File: src/include/adc_ch1_aux_regs.svh
// register offsets, field positions, reset values and timing counts for the channel 1 / aux conversion bank
`ifndef ADC_CH1_AUX_REGS_SVH
`define ADC_CH1_AUX_REGS_SVH
`define ADDR_CH1_INPUT_CONFIG   8'h50
`define ADDR_AUX_CONV_CONTROL   8'h51
`define ADDR_CH1_VOLUME         8'h52
`define RST_CH1_INPUT_CONFIG    8'h00
`define RST_AUX_CONV_CONTROL    8'h00
`define RST_CH1_VOLUME          8'hA1
`define VOL_MUTE_CODE           8'h00
`define VOL_UNITY_CODE          8'hA1
`define REF_LEVEL_TOP           2'b00
`define CMTOL_RAIL              2'b10
`define IMP_40K                 2'b10
`define AUX_ENABLE_BIT          7
`define AUX_MODE_HI             6
`define AUX_MODE_LO             5
`define AUX_START_BIT           4
`define AUX_STOP_BIT            3
`define AUX_DONE_BIT            2
`define AUX_CONV_TIME_NS        1000
`define CLK_PERIOD_NS           10
`define AUX_CONV_CYCLES         ((`AUX_CONV_TIME_NS + `CLK_PERIOD_NS - 1) / `CLK_PERIOD_NS)
`endif

File: src/include/adc_ch1_aux_pkg.sv
// types shared by the channel 1 / aux conversion register bank
package adc_ch1_aux_pkg;
    typedef enum logic [1:0] {
        SRC_DIFF    = 2'b00,
        SRC_SINGLE  = 2'b01,
        SRC_MUX_POS = 2'b10,
        SRC_MUX_NEG = 2'b11
    } input_source_t;
    typedef enum logic [1:0] {
        AUX_ONE_SINGLE = 2'b00,
        AUX_ONE_MULTI  = 2'b01,
        AUX_SEQ_SINGLE = 2'b10,
        AUX_SEQ_MULTI  = 2'b11
    } aux_mode_t;
    // channel 1 input configuration fields, msb first as stored
    typedef struct packed {
        input_source_t ch1InputSource;
        logic [1:0]    ch1InputImpedance;
        logic [1:0]    ch1CommonModeTolerance;
        logic          ch1FullScaleSelect;
        logic          ch1BandwidthSelect;
    } ch1_cfg_t;
    // host register access strobe
    typedef struct packed {
        logic       wrEn;
        logic       rdEn;
        logic [7:0] addr;
        logic [7:0] wdata;
    } reg_req_t;
endpackage

File: src/logic/aux_conv_sequencer.sv
// auxiliary conversion timing engine: one-shot and sequential runs
`default_nettype none
`include "adc_ch1_aux_regs.svh"
module aux_conv_sequencer #(
    parameter int CONV_CYCLES = `AUX_CONV_CYCLES
) (
    input  wire logic                          ref_clk,
    input  wire logic                          srst,
    input  wire logic                          enable,
    input  wire adc_ch1_aux_pkg::aux_mode_t    mode,
    input  wire logic                          startPulse,
    input  wire logic                          stopLevel,
    output logic                               busy,
    output logic                               convDone
);
    import adc_ch1_aux_pkg::*;
    localparam int CW = $clog2(CONV_CYCLES + 1);
    logic [CW-1:0] cnt_r;       // cycles left in the running conversion
    logic [CW-1:0] cnt_nxt;
    logic          busy_r;      // a conversion is under way
    logic          busy_nxt;
    logic          done_r;      // one-cycle end-of-conversion pulse
    logic          done_nxt;
    logic          seqMode;
    assign seqMode = mode[1];
    // next state: sequential modes re-arm until stopped, one-shot runs once
    always_comb
    begin
        cnt_nxt  = cnt_r;
        busy_nxt = busy_r;
        done_nxt = 1'b0;
        if (!enable)
        begin
            // logic only runs while enabled
            busy_nxt = 1'b0;
            cnt_nxt  = '0;
        end
        else if (!busy_r)
        begin
            if ((!seqMode && startPulse) || (seqMode && !stopLevel))
            begin
                busy_nxt = 1'b1;
                cnt_nxt  = CW'(CONV_CYCLES);
            end
        end
        else if (seqMode && stopLevel)
        begin
            // stop halts a sequence at once
            busy_nxt = 1'b0;
            cnt_nxt  = '0;
        end
        else if (cnt_r == CW'(1))
        begin
            done_nxt = 1'b1;
            if (seqMode)
            begin
                // a sequence re-arms at once, so busy never drops between conversions
                cnt_nxt = CW'(CONV_CYCLES);
            end
            else
            begin
                busy_nxt = 1'b0;
                cnt_nxt  = '0;
            end
        end
        else
        begin
            cnt_nxt = cnt_r - CW'(1);
        end
    end
    // register only
    always_ff @(posedge ref_clk)
    begin
        if (srst)
        begin
            cnt_r  <= '0;
            busy_r <= 1'b0;
            done_r <= 1'b0;
        end
        else
        begin
            cnt_r  <= cnt_nxt;
            busy_r <= busy_nxt;
            done_r <= done_nxt;
        end
    end
    assign busy     = busy_r;
    assign convDone = done_r;
endmodule
`default_nettype wire

File: src/logic/adc_channel1_and_aux_conversion_cfg.sv
// channel 1 input, aux conversion control and channel 1 volume registers
`default_nettype none
`include "adc_ch1_aux_regs.svh"
// Functional notes
// - source field: diff, single, mux positive, mux negative
// - impedance field: 5k, 10k, 40k, reserved
// - coupling field sets common-mode tolerance
// - wide bandwidth only with 40k impedance
// - aux runs when enabled; four modes
// - single-channel aux uses source mux setting
// - writing start bit launches one conversion
// - stop bit halts sequential conversion
// - done flag reads one after one-shot
// - volume: 0 mute, 1 -80dB, 0.5dB steps
// - volume resets to unity code
// - reference field: top, lower, half, reserved
module adc_channel1_and_aux_conversion_cfg #(
    parameter int CONV_CYCLES = `AUX_CONV_CYCLES
) (
    input  wire logic                          ref_clk,
    input  wire logic                          srst,
    input  wire adc_ch1_aux_pkg::reg_req_t     regReq,
    input  wire logic [1:0]                    referenceLevelSelect,
    output logic [7:0]                         regRdata,
    output adc_ch1_aux_pkg::ch1_cfg_t          ch1Cfg,
    output logic [7:0]                         ch1DigitalVolume,
    output logic                               ch1Mute,
    output logic                               ch1FullScaleEffective,
    output logic                               ch1WideBandEffective,
    output logic                               auxConvBusy,
    output logic                               auxSelectNegativePin,
    output logic                               auxMultiChannel
);
    import adc_ch1_aux_pkg::*;
    ch1_cfg_t   cfg_r;          // channel 1 input configuration
    ch1_cfg_t   cfg_nxt;
    logic       auxEnable_r;    // aux converter enable
    logic       auxEnable_nxt;
    aux_mode_t  auxMode_r;      // aux mode field
    aux_mode_t  auxMode_nxt;
    logic       auxStart_r;     // start bit as last written
    logic       auxStart_nxt;
    logic       auxStop_r;      // sequential stop level
    logic       auxStop_nxt;
    logic       auxDone_r;      // one-shot done status
    logic       auxDone_nxt;
    logic [7:0] vol_r;          // digital volume code
    logic [7:0] vol_nxt;
    logic [7:0] rdata_r;        // registered read data
    logic [7:0] rdata_nxt;
    logic       startPulse;     // one-cycle start toward the sequencer
    logic       convDone;
    logic       wrCfg;
    logic       wrAux;
    logic       wrVol;

    // address decode for writes
    always_comb
    begin
        wrCfg = 1'b0;
        wrAux = 1'b0;
        wrVol = 1'b0;
        if (regReq.wrEn && regReq.addr == `ADDR_CH1_INPUT_CONFIG)
            wrCfg = 1'b1;
        else if (regReq.wrEn && regReq.addr == `ADDR_AUX_CONV_CONTROL)
            wrAux = 1'b1;
        else if (regReq.wrEn && regReq.addr == `ADDR_CH1_VOLUME)
            wrVol = 1'b1;
    end

    // writing one to the start bit is the one-shot launch; sequential modes start without it while stop is clear
    assign startPulse = wrAux && regReq.wdata[`AUX_START_BIT];

    // next values of the writable fields and the done flag
    always_comb
    begin
        cfg_nxt       = cfg_r;
        auxEnable_nxt = auxEnable_r;
        auxMode_nxt   = auxMode_r;
        auxStart_nxt  = auxStart_r;
        auxStop_nxt   = auxStop_r;
        auxDone_nxt   = auxDone_r;
        vol_nxt       = vol_r;
        if (wrCfg)
            cfg_nxt = ch1_cfg_t'(regReq.wdata);
        if (wrAux)
        begin
            auxEnable_nxt = regReq.wdata[`AUX_ENABLE_BIT];
            auxMode_nxt   = aux_mode_t'(regReq.wdata[`AUX_MODE_HI:`AUX_MODE_LO]);
            auxStart_nxt  = regReq.wdata[`AUX_START_BIT];
            auxStop_nxt   = regReq.wdata[`AUX_STOP_BIT];
            // reserved low bits are not stored, so they always read zero
        end
        if (wrVol)
            vol_nxt = regReq.wdata;
        // a new start clears done; completion in the same cycle still wins
        if (startPulse)
            auxDone_nxt = 1'b0;
        if (convDone && !auxMode_r[1])
            auxDone_nxt = 1'b1;
    end

    // read mux; unmapped offsets read zero
    always_comb
    begin
        rdata_nxt = rdata_r;
        if (regReq.rdEn)
        begin
            if (regReq.addr == `ADDR_CH1_INPUT_CONFIG)
                rdata_nxt = cfg_r;
            else if (regReq.addr == `ADDR_AUX_CONV_CONTROL)
                rdata_nxt = {auxEnable_r, auxMode_r, auxStart_r, auxStop_r, auxDone_r, 2'b00};
            else if (regReq.addr == `ADDR_CH1_VOLUME)
                rdata_nxt = vol_r;
            else
                rdata_nxt = 8'h00;
        end
    end

    // register only
    always_ff @(posedge ref_clk)
    begin
        if (srst)
        begin
            cfg_r       <= ch1_cfg_t'(`RST_CH1_INPUT_CONFIG);
            auxEnable_r <= 1'b0;
            auxMode_r   <= AUX_ONE_SINGLE;
            auxStart_r  <= 1'b0;
            auxStop_r   <= 1'b0;
            auxDone_r   <= 1'b0;
            vol_r       <= `RST_CH1_VOLUME;
            rdata_r     <= 8'h00;
        end
        else
        begin
            cfg_r       <= cfg_nxt;
            auxEnable_r <= auxEnable_nxt;
            auxMode_r   <= auxMode_nxt;
            auxStart_r  <= auxStart_nxt;
            auxStop_r   <= auxStop_nxt;
            auxDone_r   <= auxDone_nxt;
            vol_r       <= vol_nxt;
            rdata_r     <= rdata_nxt;
        end
    end

    // conversion timing lives in its own engine
    // it sees the values this edge stores, so enable, mode and start written together act at once
    aux_conv_sequencer #(
        .CONV_CYCLES (CONV_CYCLES)
    ) u_seq (
        .ref_clk    (ref_clk),
        .srst       (srst),
        .enable     (auxEnable_nxt),
        .mode       (auxMode_nxt),
        .startPulse (startPulse),
        .stopLevel  (auxStop_nxt),
        .busy       (auxConvBusy),
        .convDone   (convDone)
    );

    // outputs toward the analog chain
    assign regRdata         = rdata_r;
    assign ch1Cfg           = cfg_r;
    assign ch1DigitalVolume = vol_r;
    assign ch1Mute          = (vol_r == `VOL_MUTE_CODE);
    // double range only honoured with top reference, audio band, rail-to-rail; software must keep this anyway
    assign ch1FullScaleEffective = cfg_r.ch1FullScaleSelect && (referenceLevelSelect == `REF_LEVEL_TOP)
                                   && !cfg_r.ch1BandwidthSelect
                                   && (cfg_r.ch1CommonModeTolerance == `CMTOL_RAIL);
    // wide band only honoured with the 40k setting
    assign ch1WideBandEffective = cfg_r.ch1BandwidthSelect && (cfg_r.ch1InputImpedance == `IMP_40K);
    // single-channel aux takes its pin from the source mux setting
    assign auxSelectNegativePin = !auxMode_r[0] && (cfg_r.ch1InputSource == SRC_MUX_NEG);
    assign auxMultiChannel      = auxMode_r[0];
endmodule
`default_nettype wire

File: config.mk
export PLATFORM = sky130hd
export DESIGN_NAME = adc_channel1_and_aux_conversion_cfg
export DESIGN_NICKNAME = d
export VERILOG_FILES = /design/src/include/adc_ch1_aux_pkg.sv /design/src/logic/aux_conv_sequencer.sv /design/src/logic/adc_channel1_and_aux_conversion_cfg.sv
export VERILOG_INCLUDE_DIRS = /design/src /design/src/include
export SDC_FILE = /design/constraint.sdc
export NUM_CORES = 1
export LEC_CHECK = 0
export BUFFER_PORTS_ARGS = -buffer_cell sky130_fd_sc_hd__buf_2
export CORE_ASPECT_RATIO = 1.5
export CORE_MARGIN = 2
export CORE_UTILIZATION = 50
export DETAILED_ROUTE_END_ITERATION = 8
export PLACE_DENSITY = 0.74
export SETUP_SLACK_MARGIN = 0.2
export SLEW_MARGIN = 5
export SYNTH_ARGS = -nofsm -noshare
export SYNTH_HDL_FRONTEND = slang
export SYNTH_SLANG_ARGS = --single-unit
File: constraint.sdc
create_clock -name ref_clk -period 2.4 [get_ports ref_clk]
set_input_delay 0.48 -clock ref_clk [delete_from_list [all_inputs] [get_ports ref_clk]]
set_output_delay 0.48 -clock ref_clk [all_outputs]
set_load 0.01 [all_outputs]
== After elaboration in Yosys (flattened, before gate mapping) ==
Index checks and enable logic that the tools add are counted.

* $add $sub $neg: 1
* Equality and inequality tests: 7
* Multiplexer cells: 25
* Bitwise operators: 2
* Reduce and logical (&&, ||, !) cells: 25

{| class="wikitable"
|+ Operators with widths
! cell !! number
|-
| 7-bit 2-to-1 mux || 5
|-
| 8-bit by 7-bit equality test with 1-bit output, second input constant || 3
|-
| 8-bit 2-to-1 mux || 3
|-
| 1-bit 2-to-1 mux || 16
|-
| 1-bit logical AND || 13
|-
| 8-bit zero test || 1
|-
| 7-bit by 1-bit equality test with 1-bit output, second input constant || 1
|-
| 7-bit by 1-bit subtractor with 7-bit output, second input constant || 1
|-
| 2-bit equality test, second input constant || 3
|-
| 1-bit zero test || 5
|-
| 2-bit nonzero test || 2
|-
| 4-bit OR reduction || 1
|-
| 2-bit zero test || 1
|-
| 2-bit 2-to-1 mux || 1
|-
| 1-bit inverter || 2
|-
| 2-bit OR reduction || 1
|-
| 1-bit logical OR || 1
|}

* Register bits: 39
* Input port bits: 22
* Output and inout bits: 30

== Logic depth before layout (Yosys ltp) ==
Gate-level depths: netlist of the first run.

* Depth after elaboration: 10
* Depth in mapped cells: 7
* Depth with buffers taken out: 7

== Hierarchy ==
A second synthesis of the first run with hierarchy kept.

* Cell total of the unflattened synthesis: 216
* Area total of the unflattened synthesis: 2044.5 um^2

{| class="wikitable"
|+ Modules (own cells, without submodules)
! module !! times used !! cells each !! area an instance (um^2)
|-
| adc_channel1_and_aux_conversion_cfg || 1 || 157 || 1532.7
|-
| aux_conv_sequencer || 1 || 59 || 511.7
|}

== Worst setup path before layout of the first run ==
Ideal clock, no wire load.

* Path kind: in2reg
* Start point: input port regReq[9] (netlist bit)
* End point: register u_seq.cnt_r[6]
* Arrival time: 1.774 ns
* Required time: 2.265 ns
* Slack: 0.491 ns
* Cell stages on the path: 6
* Path through: nor4b_2 and3_1 buf_2 mux2i_1 clkbuf_1 o22ai_1

* Longest elaborated chain between the ends: 9
* Elaborated cells between the ends (all ways): 23

{| class="wikitable"
|+ RTL lines
! element !! line !! RTL
|-
| from (decl) || adc_channel1_and_aux_conversion_cfg.sv:22 || <nowiki>input wire adc_ch1_aux_pkg::reg_req_t regReq,</nowiki>
|-
| 8-bit by 7-bit equality test with 1-bit output (no line) || - ||
|-
| 1-bit logical AND (no line) || - ||
|-
| 1-bit 2-to-1 mux || adc_channel1_and_aux_conversion_cfg.sv:65 || <nowiki>else if (regReq.wrEn && regReq.addr == `ADDR_AUX_CONV_CONTROL)</nowiki>
|-
| 1-bit 2-to-1 mux (*) || adc_channel1_and_aux_conversion_cfg.sv:63 || <nowiki>if (regReq.wrEn && regReq.addr == `ADDR_CH1_INPUT_CONFIG)</nowiki>
|-
| 2-bit 2-to-1 mux / 1-bit 2-to-1 mux (equally long branches) || adc_channel1_and_aux_conversion_cfg.sv:86 || <nowiki>if (wrAux)</nowiki>
|-
| 7-bit 2-to-1 mux / 1-bit zero test (equally long branches) || aux_conv_sequencer.sv:55, aux_conv_sequencer.sv:40 ||
|-
| 7-bit 2-to-1 mux / 1-bit logical AND (equally long branches) || aux_conv_sequencer.sv:52, aux_conv_sequencer.sv:40 ||
|-
| 7-bit 2-to-1 mux / 1-bit logical OR (equally long branches) || aux_conv_sequencer.sv:46, aux_conv_sequencer.sv:40 ||
|-
| 7-bit 2-to-1 mux / 2-bit nonzero test (equally long branches) || - ||
|-
| to (signal assigned) || aux_conv_sequencer.sv:82 || <nowiki>cnt_r <= cnt_nxt;</nowiki>
|-
| to (decl) || aux_conv_sequencer.sv:18 || <nowiki>logic [CW-1:0] cnt_r;</nowiki>
|}

Mark *: on every way between the ends. The rest lies on a longest branch, timed or not.
A chain may end at the register's enable or synchronous reset.

== Worst setup path after layout of the first run ==
* Start point: register u_seq.cnt_r[2]
* End point: register u_seq.cnt_r[6]

* Longest elaborated chain between the ends: 4
* Elaborated cells between the ends (all ways): 5

{| class="wikitable"
|+ RTL lines
! element !! line !! RTL
|-
| 7-bit by 1-bit subtractor with 7-bit output / 7-bit by 1-bit equality test with 1-bit output (equally long branches) || aux_conv_sequencer.sv:68, aux_conv_sequencer.sv:52 ||
|-
| 7-bit 2-to-1 mux (*) || aux_conv_sequencer.sv:52 || <nowiki>else if (cnt_r == CW'(1))</nowiki>
|-
| 7-bit 2-to-1 mux (*) || aux_conv_sequencer.sv:46 || <nowiki>else if (seqMode && stopLevel)</nowiki>
|-
| 7-bit 2-to-1 mux (*) || aux_conv_sequencer.sv:38 || <nowiki>else if (!busy_r)</nowiki>
|}

Marked as above.

==> summary.txt, run 1 <==
Synthesis
  – Yosys cell types: 40
  – Synth Register Bits: 39
  – Syn nets: 239
  – Syn Std Cell Area: 0.00180 mm^2
  – Sequential element share of the synthesized area: 43.3%
  – Synth warn: 0
  – Post-synth top flop: dfxtp_1
  – Avg Cell Area, Syn: 8.39 um^2
  – Post-synthesis async set-or-reset flop share: 0%
  – Synthesized instance count: 215
  – EDFF count, synth: 0

Clocking
  – Root Buffer: clkbuf_8
  – Reg clk slew, reported paths: 0.07 ns
  – Clock tree buffer depth: 2
  – Post-CTS Setup Repair Bufs: 0
  – H-tree levels: 2
  – Post-cts resize count: 0
  – Num CTS Buffers: 5
  – Hold_buf cts: 0
  – Clk_lat worst skew: 0.29 ns
  – CTS sink cnt: 39
  – CTS tree: yes

STA
  – Final min period: 2.01 ns
  – Final Max Slew Viols: 0
  – Least-Margin Pin Slew: 0.557 ns
  – Hold Fails Final Rpt: 0
  – Layout Skew: 0.00305 ns
  – Setup violations, final: 0
  – Post-route setup TNS: 0 ns
  – RSZ-0062 raised after global routing: false
  – Hold_ws: 0.452 ns
  – Max Clk Rate: 497 MHz
  – Slew HR: 62.4%
  – Fin crit share: 83.8%

Global routing
  – GRT overflow: 0
  – Initial antenna violation count: 0
  – Met3 Use GR: 5.19%
  – First-pass GRT wire length: 7.97 mm
  – Tot GR Track Use: 26.4%
  – Met1 GRT Util: 29.3%
  – Met2 GRT Util: 46.8%
  – Vias in the first global route: 1,651
  – Busiest grt layer: met2
  – Largest net degree at the start of global routing: 32

Power
  – Power Dens Cells: 566 mW/mm^2
  – Peak VDD IR: 393 uV
  – Leak Pwr: 0.871 nW
  – Final Power: 0.00125 W

Route
  – Routed wire length: 5.09 mm
  – Drt drc: 0
  – Number of detailed-route iterations in the first pass: 5
  – Vias per cell: 5.99
  – Remaining antenna violation count: 0
  – Drt initial violations: 92
  – Total number of vias: 1,856
  – Wire length per cell: 16.4 um

Placed design
  – IO buf count: 51
  – Final Wtd Congestion: 0.802
  – Hpwl dp: 3.80 mm
  – Post-DP Area: 0.00211 mm^2

Worst setup path
  – Crit start category: flop
  – Arrival @ worst endpoint: 2.17 ns
  – Critical path type: reg -> reg
  – Register-to-Register Path Depth: 5
  – Critical path peak fanout: 5
  – R2R Path Start: u_seq.cnt_r[2]$_SDFFE_PP0P_
  – Worst endpoint required time: 2.56 ns
  – Endpoint class of the critical path: flop
  – Crit Reg-Reg Endpoint: u_seq.cnt_r[6]$_SDFFE_PP0P_
  – Reg2reg setup slack: 0.39 ns

Die
  – Die H: 77.6 um
  – FP Rows: 26
  – Die W: 53.0 um
  – Core area: 0.00342 mm^2
  – Starting Density: 52.8%
  – Die area: 0.00411 mm^2
  – Top-Level Pins: 52

Final layout
  – Nets: 292
  – Fill cells: 324
  – Syn-to-layout area delta: 22.8%
  – # diodes: 0
  – Share of post-route cells with drive strength above 1: 26.5%
  – Finished Cell Area: 0.00222 mm^2

Min path
  – Hold Path Cell Cnt: 3
  – Endpoint, Worst Hold: ch1Cfg[2]$_SDFFE_PP0P_
  – Hold Crit Class: in -> reg
  – Min-delay src: regReq[2]

Status
  – Status: completed

Job
  – Max Cap Violations: 0
## critical path, stage by stage (launching register included)
cell and delay (ns):
dfxtp_1 0.36, or4_4 0.58, or2_1 0.28, a221o_1 0.29, a21boi_2 0.24, o22ai_1 0.13
## synth_stat cells, types with 2 or more instances
library cell	number	area share, %
nor2b_1	2	0.69
and3_1	5	1.7
a31oi_1	3	1.0
nand4bb_1	2	1.2
inv_1	5	1.0
o31ai_1	3	1.2
nand3_1	17	4.7
a22oi_1	4	1.7
ha_1	2	1.4
a311oi_1	3	1.5
a211o_1	4	1.9
a21oi_1	18	5.0
dfxtp_1	39	43
o22ai_1	2	0.69
clkbuf_1	9	1.9
a211oi_1	8	3.3
a222oi_1	5	2.8
buf_2	2	0.55
nor3_1	6	1.7
nor2_1	20	4.2
or4_1	2	0.83
nor3b_2	2	1.4
mux2i_1	2	1.1
nand2_1	34	7.1
## sequential cells by signal, indices dropped and copies added (netlist names)
name	count
auxDone_r	1
auxEnable_r	1
auxMode_r	2
auxStart_r	1
auxStop_r	1
ch1Cfg	8
ch1DigitalVolume	8
regRdata	8
u_seq.busy	1
u_seq.cnt_r	7
u_seq.convDone	1
## layout by cell type (no fill, tap or decap), types with 2 or more instances in the layout
| cell type | instances |
|---|---|
| buf_2 | 51 |
| dfxtp_1 | 39 |
| nand2_1 | 34 |
| nor2_1 | 20 |
| a21oi_1 | 18 |
| nand3_1 | 17 |
| a211oi_1 | 8 |
| nor3_1 | 6 |
| buf_4 | 6 |
| inv_1 | 5 |
| and3_1 | 5 |
| a222oi_1 | 5 |
| clkbuf_8 | 5 |
| a211o_1 | 4 |
| a22oi_1 | 4 |
| a311oi_1 | 3 |
| a31oi_1 | 3 |
| o31ai_1 | 3 |
| nand4bb_1 | 2 |
| or4_1 | 2 |
| nor2b_1 | 2 |
| mux2i_1 | 2 |
| o22ai_1 | 2 |
| nor3b_2 | 2 |
| ha_1 | 2 |
## per-layer routing
layer / vias up / share of wire (%)
li1: 902 / -
met1: 879 / 37
met2: 62 / 55
met3: 13 / 5.1
met4: 0 / 2.1
met5: - / 0
## logic make-up (layout without fill, tap and decap cells)
family	after synthesis	count (layout)	synth area share, %
AND/OR/NAND/NOR	98	98	27.6
flip-flops	39	39	43.3
AO/OA/AOI/OAI	58	58	23.2
multiplexers	2	2	1.11
adder cells (fa/ha/maj)	2	2	1.39
buffers and inverters	16	69	3.47
## report_power, final
| part | switching, W | internal (W) | total, W |
|---|---|---|---|
| Clock | 0.000219 | 0.000304 | 0.000523 |
| Combinational | 0.0000459 | 0.0000279 | 0.0000738 |
| Sequential | 0.00000330 | 0.000654 | 0.000657 |
| Total | 0.000268 | 0.000986 | 0.00125 |
## area by class of cell
class | count | area, um^2 | share of cell area, %
multi-input cells | 160 | 961 | 43.4
repair buffers | 57 | 300 | 13.6
clock inverters | 1 | 30.0 | 1.36
well taps | 42 | 52.6 | 2.37
inverters | 5 | 18.8 | 0.847
clock buffers | 6 | 72.6 | 3.27
flip-flops and latches | 39 | 781 | 35.2
## how the worst max path moves through the flow
stage | cells past startpoint | slack (ns) | endpoint | from
final | 5 | 0.39 | u_seq.cnt_r[6]$_SDFFE_PP0P_ | u_seq.cnt_r[2]$_SDFFE_PP0P_
after global routing | 5 | 0.30 | u_seq.cnt_r[2]$_SDFFE_PP0P_ | u_seq.cnt_r[2]$_SDFFE_PP0P_
after CTS | 5 | 0.39 | u_seq.cnt_r[6]$_SDFFE_PP0P_ | u_seq.cnt_r[2]$_SDFFE_PP0P_
after detailed placement | 6 | 0.23 | u_seq.cnt_r[6]$_SDFFE_PP0P_ | regReq[9]
after global placement | 6 | 0.26 | u_seq.cnt_r[6]$_SDFFE_PP0P_ | regReq[9]
after floorplan | 6 | 0.49 | u_seq.cnt_r[6]$_SDFFE_PP0P_ | regReq[9]
## metrics by stage
stage               instances  util, %  setup slack, ns
floorplan                 215        -            0.491
global route              310     64.9            0.300
detailed placement        303     61.9            0.230
CTS                       310     64.9            0.388
global placement          303     61.9            0.263
finish                    310     64.9            0.388
No activity file was read; power rests on OpenSTA's default activity.
==> run 2, diff against run 1 <==
Settings changed: ABC_AREA set to 1.
Clock period 2.4 ns to 2 ns, I/O delays scaled along.
==> summary.txt, run 2 <==
Status
  – Status: completed

Synthesis
  – Top-area cell type share of the netlist area: 40.7% (-2.6 points)
  – Post-synth top flop: dfxtp_1
  – Sequential element share of the synthesized area: 40.7% (-2.6 points)
  – Synth top area cells: dfxtp_1 41%, nand2_1 9.0%, inv_1 6.6%
  – Syn Std Cell Area: 0.00192 mm^2 (+6.4%)
  – Avg Cell Area, Syn: 7.22 um^2 (-14%)
  – Post-synthesis async set-or-reset flop share: 0% (unchanged)
  – Syn nets: 290 (+21%)
  – Synth warn: 0 (unchanged)
  – Most numerous cell in the Yosys netlist: nand2_1
  – EDFF count, synth: 0 (unchanged)
  – Yosys cell types: 31 (-23%)
  – Synthesized instance count: 266 (+24%)
  – Synth Register Bits: 39 (unchanged)
  – Synth cell count leaders: 46 x nand2_1, 39 x dfxtp_1, 34 x inv_1
  – Leading area contributor after synthesis: dfxtp_1

Clocking
  – Clock tree buffer depth: 2 (unchanged)
  – Post-CTS Setup Repair Bufs: 0 (unchanged)
  – Hold_buf cts: 0 (unchanged)
  – CTS sink cnt: 39 (unchanged)
  – Reg clk slew, reported paths: 0.07 ns (about the same)
  – CTS tree: yes
  – Clk_lat worst skew: 0.29 ns (about the same)
  – Root Buffer: clkbuf_8
  – Post-cts resize count: 0 (unchanged)
  – Num CTS Buffers: 5 (unchanged)
  – H-tree levels: 2 (unchanged)

Worst setup path
  – Endpoint class of the critical path: primary output
  – Worst endpoint required time: 1.60 ns (-0.96 ns)
  – Critical path type: reg -> out
  – Critical path peak fanout: 3 (-2)
  – Arrival @ worst endpoint: 1.10 ns (-1.07 ns)
  – Crit start category: flop

Route
  – Wire length per cell: 13.0 um (-21%)
  – Number of detailed-route iterations in the first pass: 4 (-1)
  – Total number of vias: 1,899 (+2.3%)
  – Drt drc: 0 (unchanged)
  – Remaining antenna violation count: 0 (unchanged)
  – Drt initial violations: 66 (-28%)
  – Vias per cell: 5.19 (-13%)
  – Routed wire length: 4.76 mm (-6.5%)

Job
  – Max Cap Violations: 0 (unchanged)

Die
  – Die H: 79.9 um (+3.0%)
  – Die W: 54.6 um (+2.9%)
  – Die area: 0.00436 mm^2 (+6.0%)
  – Core area: 0.00368 mm^2 (+7.8%)
  – FP Rows: 27 (+3.8%)
  – Starting Density: 52.2% (-0.66 points)
  – Top-Level Pins: 52 (unchanged)

Placed design
  – Post-DP Area: 0.00223 mm^2 (+5.5%)
  – IO buf count: 51 (unchanged)
  – Hpwl dp: 3.76 mm (-0.96%)
  – Final Wtd Congestion: 0.836 (+4.3%)

Final layout
  – Commonest non-fill, non-tap cell in the layout: buf_2
  – Nets: 346 (+18%)
  – Area occupied by multi-input gates: 975 um^2 (+1.4%)
  – Finished Cell Area: 0.00233 mm^2 (+5.1%)
  – Seq. cell area: 781 um^2 (unchanged)
  – # diodes: 0 (unchanged)
  – Syn-to-layout area delta: 21.3%
  – Share of post-route cells with drive strength above 1: 27.2% (+0.75 points)
  – Fill cells: 351 (+8.3%)
  – Most frequent cells in the layout: 51 x buf_2, 46 x nand2_1, 39 x dfxtp_1

Global routing
  – Vias in the first global route: 1,807 (+9.4%)
  – Initial antenna violation count: 0 (unchanged)
  – Tot GR Track Use: 24.3% (-2.1 points)
  – Largest net degree at the start of global routing: 23 (-28%)
  – GRT overflow: 0 (unchanged)
  – First-pass GRT wire length: 7.80 mm (-2.2%)

STA
  – Slew HR: 74.2% (+12 points)
  – RSZ-0062 raised after global routing: false
  – Final min period: 1.50 ns
  – Fin crit share: 74.9%
  – Layout Skew: 0.00303 ns (-0.0000188 ns)
  – Least-Margin Pin Slew: 0.386 ns (-0.171 ns)
  – Max Clk Rate: 667 MHz
  – Post-route setup TNS: 0 ns (unchanged)
  – Setup violations, final: 0 (unchanged)
  – Final Max Slew Viols: 0 (unchanged)
  – Hold Fails Final Rpt: 0 (unchanged)

Power
  – Internal power: 0.00114 W (+15%)
  – Leak Pwr: 1.14 nW (+31%)
  – Comb power frac: 6.5% (+0.6 points)
  – Power Dens Cells: 625 mW/mm^2 (+10%)
  – Flop pwr share: 54.2% (+1.8 points)
  – Sw Ratio: 22.0% (+0.62 points)
  – Peak VDD IR: 464 uV (+18%)
  – Clk pwr share: 39.4% (-2.3 points)
  – P_sw: 0.000320 W (+19%)

Min path
  – Hold Crit Class: in -> reg
## run 2: changes by cell type after synthesis, sizes merged, moves of 4 or more
cell	delta
inv	+35
o21ai	+24
nand2	+21
nor2	+19
a211oi	-9
clkbuf	-6
a222oi	-5
and3	-5
nand4	+5
a211o	-4
a22oi	-4
## run 2: power groups by stage
stage                     clock [W]  sequential, W  combinational (W)
final                      0.000573       0.000789          0.0000944
after global routing       0.000614       0.000790           0.000106
after floorplan                   0       0.000811          0.0000429
after CTS                  0.000584       0.000789          0.0000946
after detailed placement          0       0.000807          0.0000941
after global placement            0       0.000807          0.0000927
## run 2: area by class of cell
class / instances / area share (%)
multi-input combinational: 183 / 41.8
tap: 43 / 2.31
timing repair buffer: 53 / 11.6
sequential: 39 / 33.5
inverter: 40 / 6.44
clock buffer: 8 / 4.30
## run 2: critical path, stage by stage, from the launching register on
cell,delay [ns]
dfxtp_1,0.33
inv_1,0.11
nand4_1,0.12
nor2_1,0.11
buf_2,0.14
## run 2: final timing paths
kind | from | slack [ns] | endpoint | cells past startpoint
worst max-delay path | ch1DigitalVolume[2]$_SDFFE_PP0P_ | 0.50 | ch1Mute | 4
worst min-delay path | regReq[1] | 0.35 | ch1Cfg[1]$_SDFFE_PP0P_ | 3
worst max register to register | u_seq.cnt_r[3]$_SDFFE_PP0P_ | 0.51 | u_seq.cnt_r[5]$_SDFFE_PP0P_ | 10
worst min register to register | u_seq.convDone$_SDFF_PP0_ | 0.45 | auxDone_r$_SDFFE_PP0P_ | 2
## run 2: cells by family (layout without fill, tap and decap cells)
kind of cell	after synthesis	after routing	share of synthesized area (%)
and+or+nand+nor	126	126	33.4
adders and majority gates	2	2	1.30
xor gates and xnor gates	2	2	0.912
AOI/OAI and AO/OA	53	53	15.2
buffers and inverters	44	101	8.60
DFF	39	39	40.7
## run 2: metal layers
layer | wire, um | up-vias | part of all wire, % | track usage, %
met5 | 0 | - | 0 | 0
met4 | 131 | 0 | 2.8 | 11.8
met3 | 211 | 13 | 4.4 | 5.06
met2 | 2500 | 55 | 53 | 42.4
met1 | 1910 | 851 | 40 | 26.2
li1 | - | 980 | - | -
## run 2: through the flow
| step | worst slack, ns | util [%] | total power (W) | hold WS, ns | std cells |
|---|---|---|---|---|---|
| floorplan | 0.507 | - | 0.000854 | 0.429 | 266 |
| global placement | 0.301 | 60.6 | 0.000899 | 0.440 | 358 |
| detailed placement | 0.273 | 60.6 | 0.000901 | 0.446 | 358 |
| CTS | 0.496 | 63.3 | 0.00147 | 0.350 | 366 |
| global route | 0.345 | 63.3 | 0.00151 | 0.377 | 366 |
| finish | 0.501 | 63.3 | 0.00146 | 0.353 | 366 |
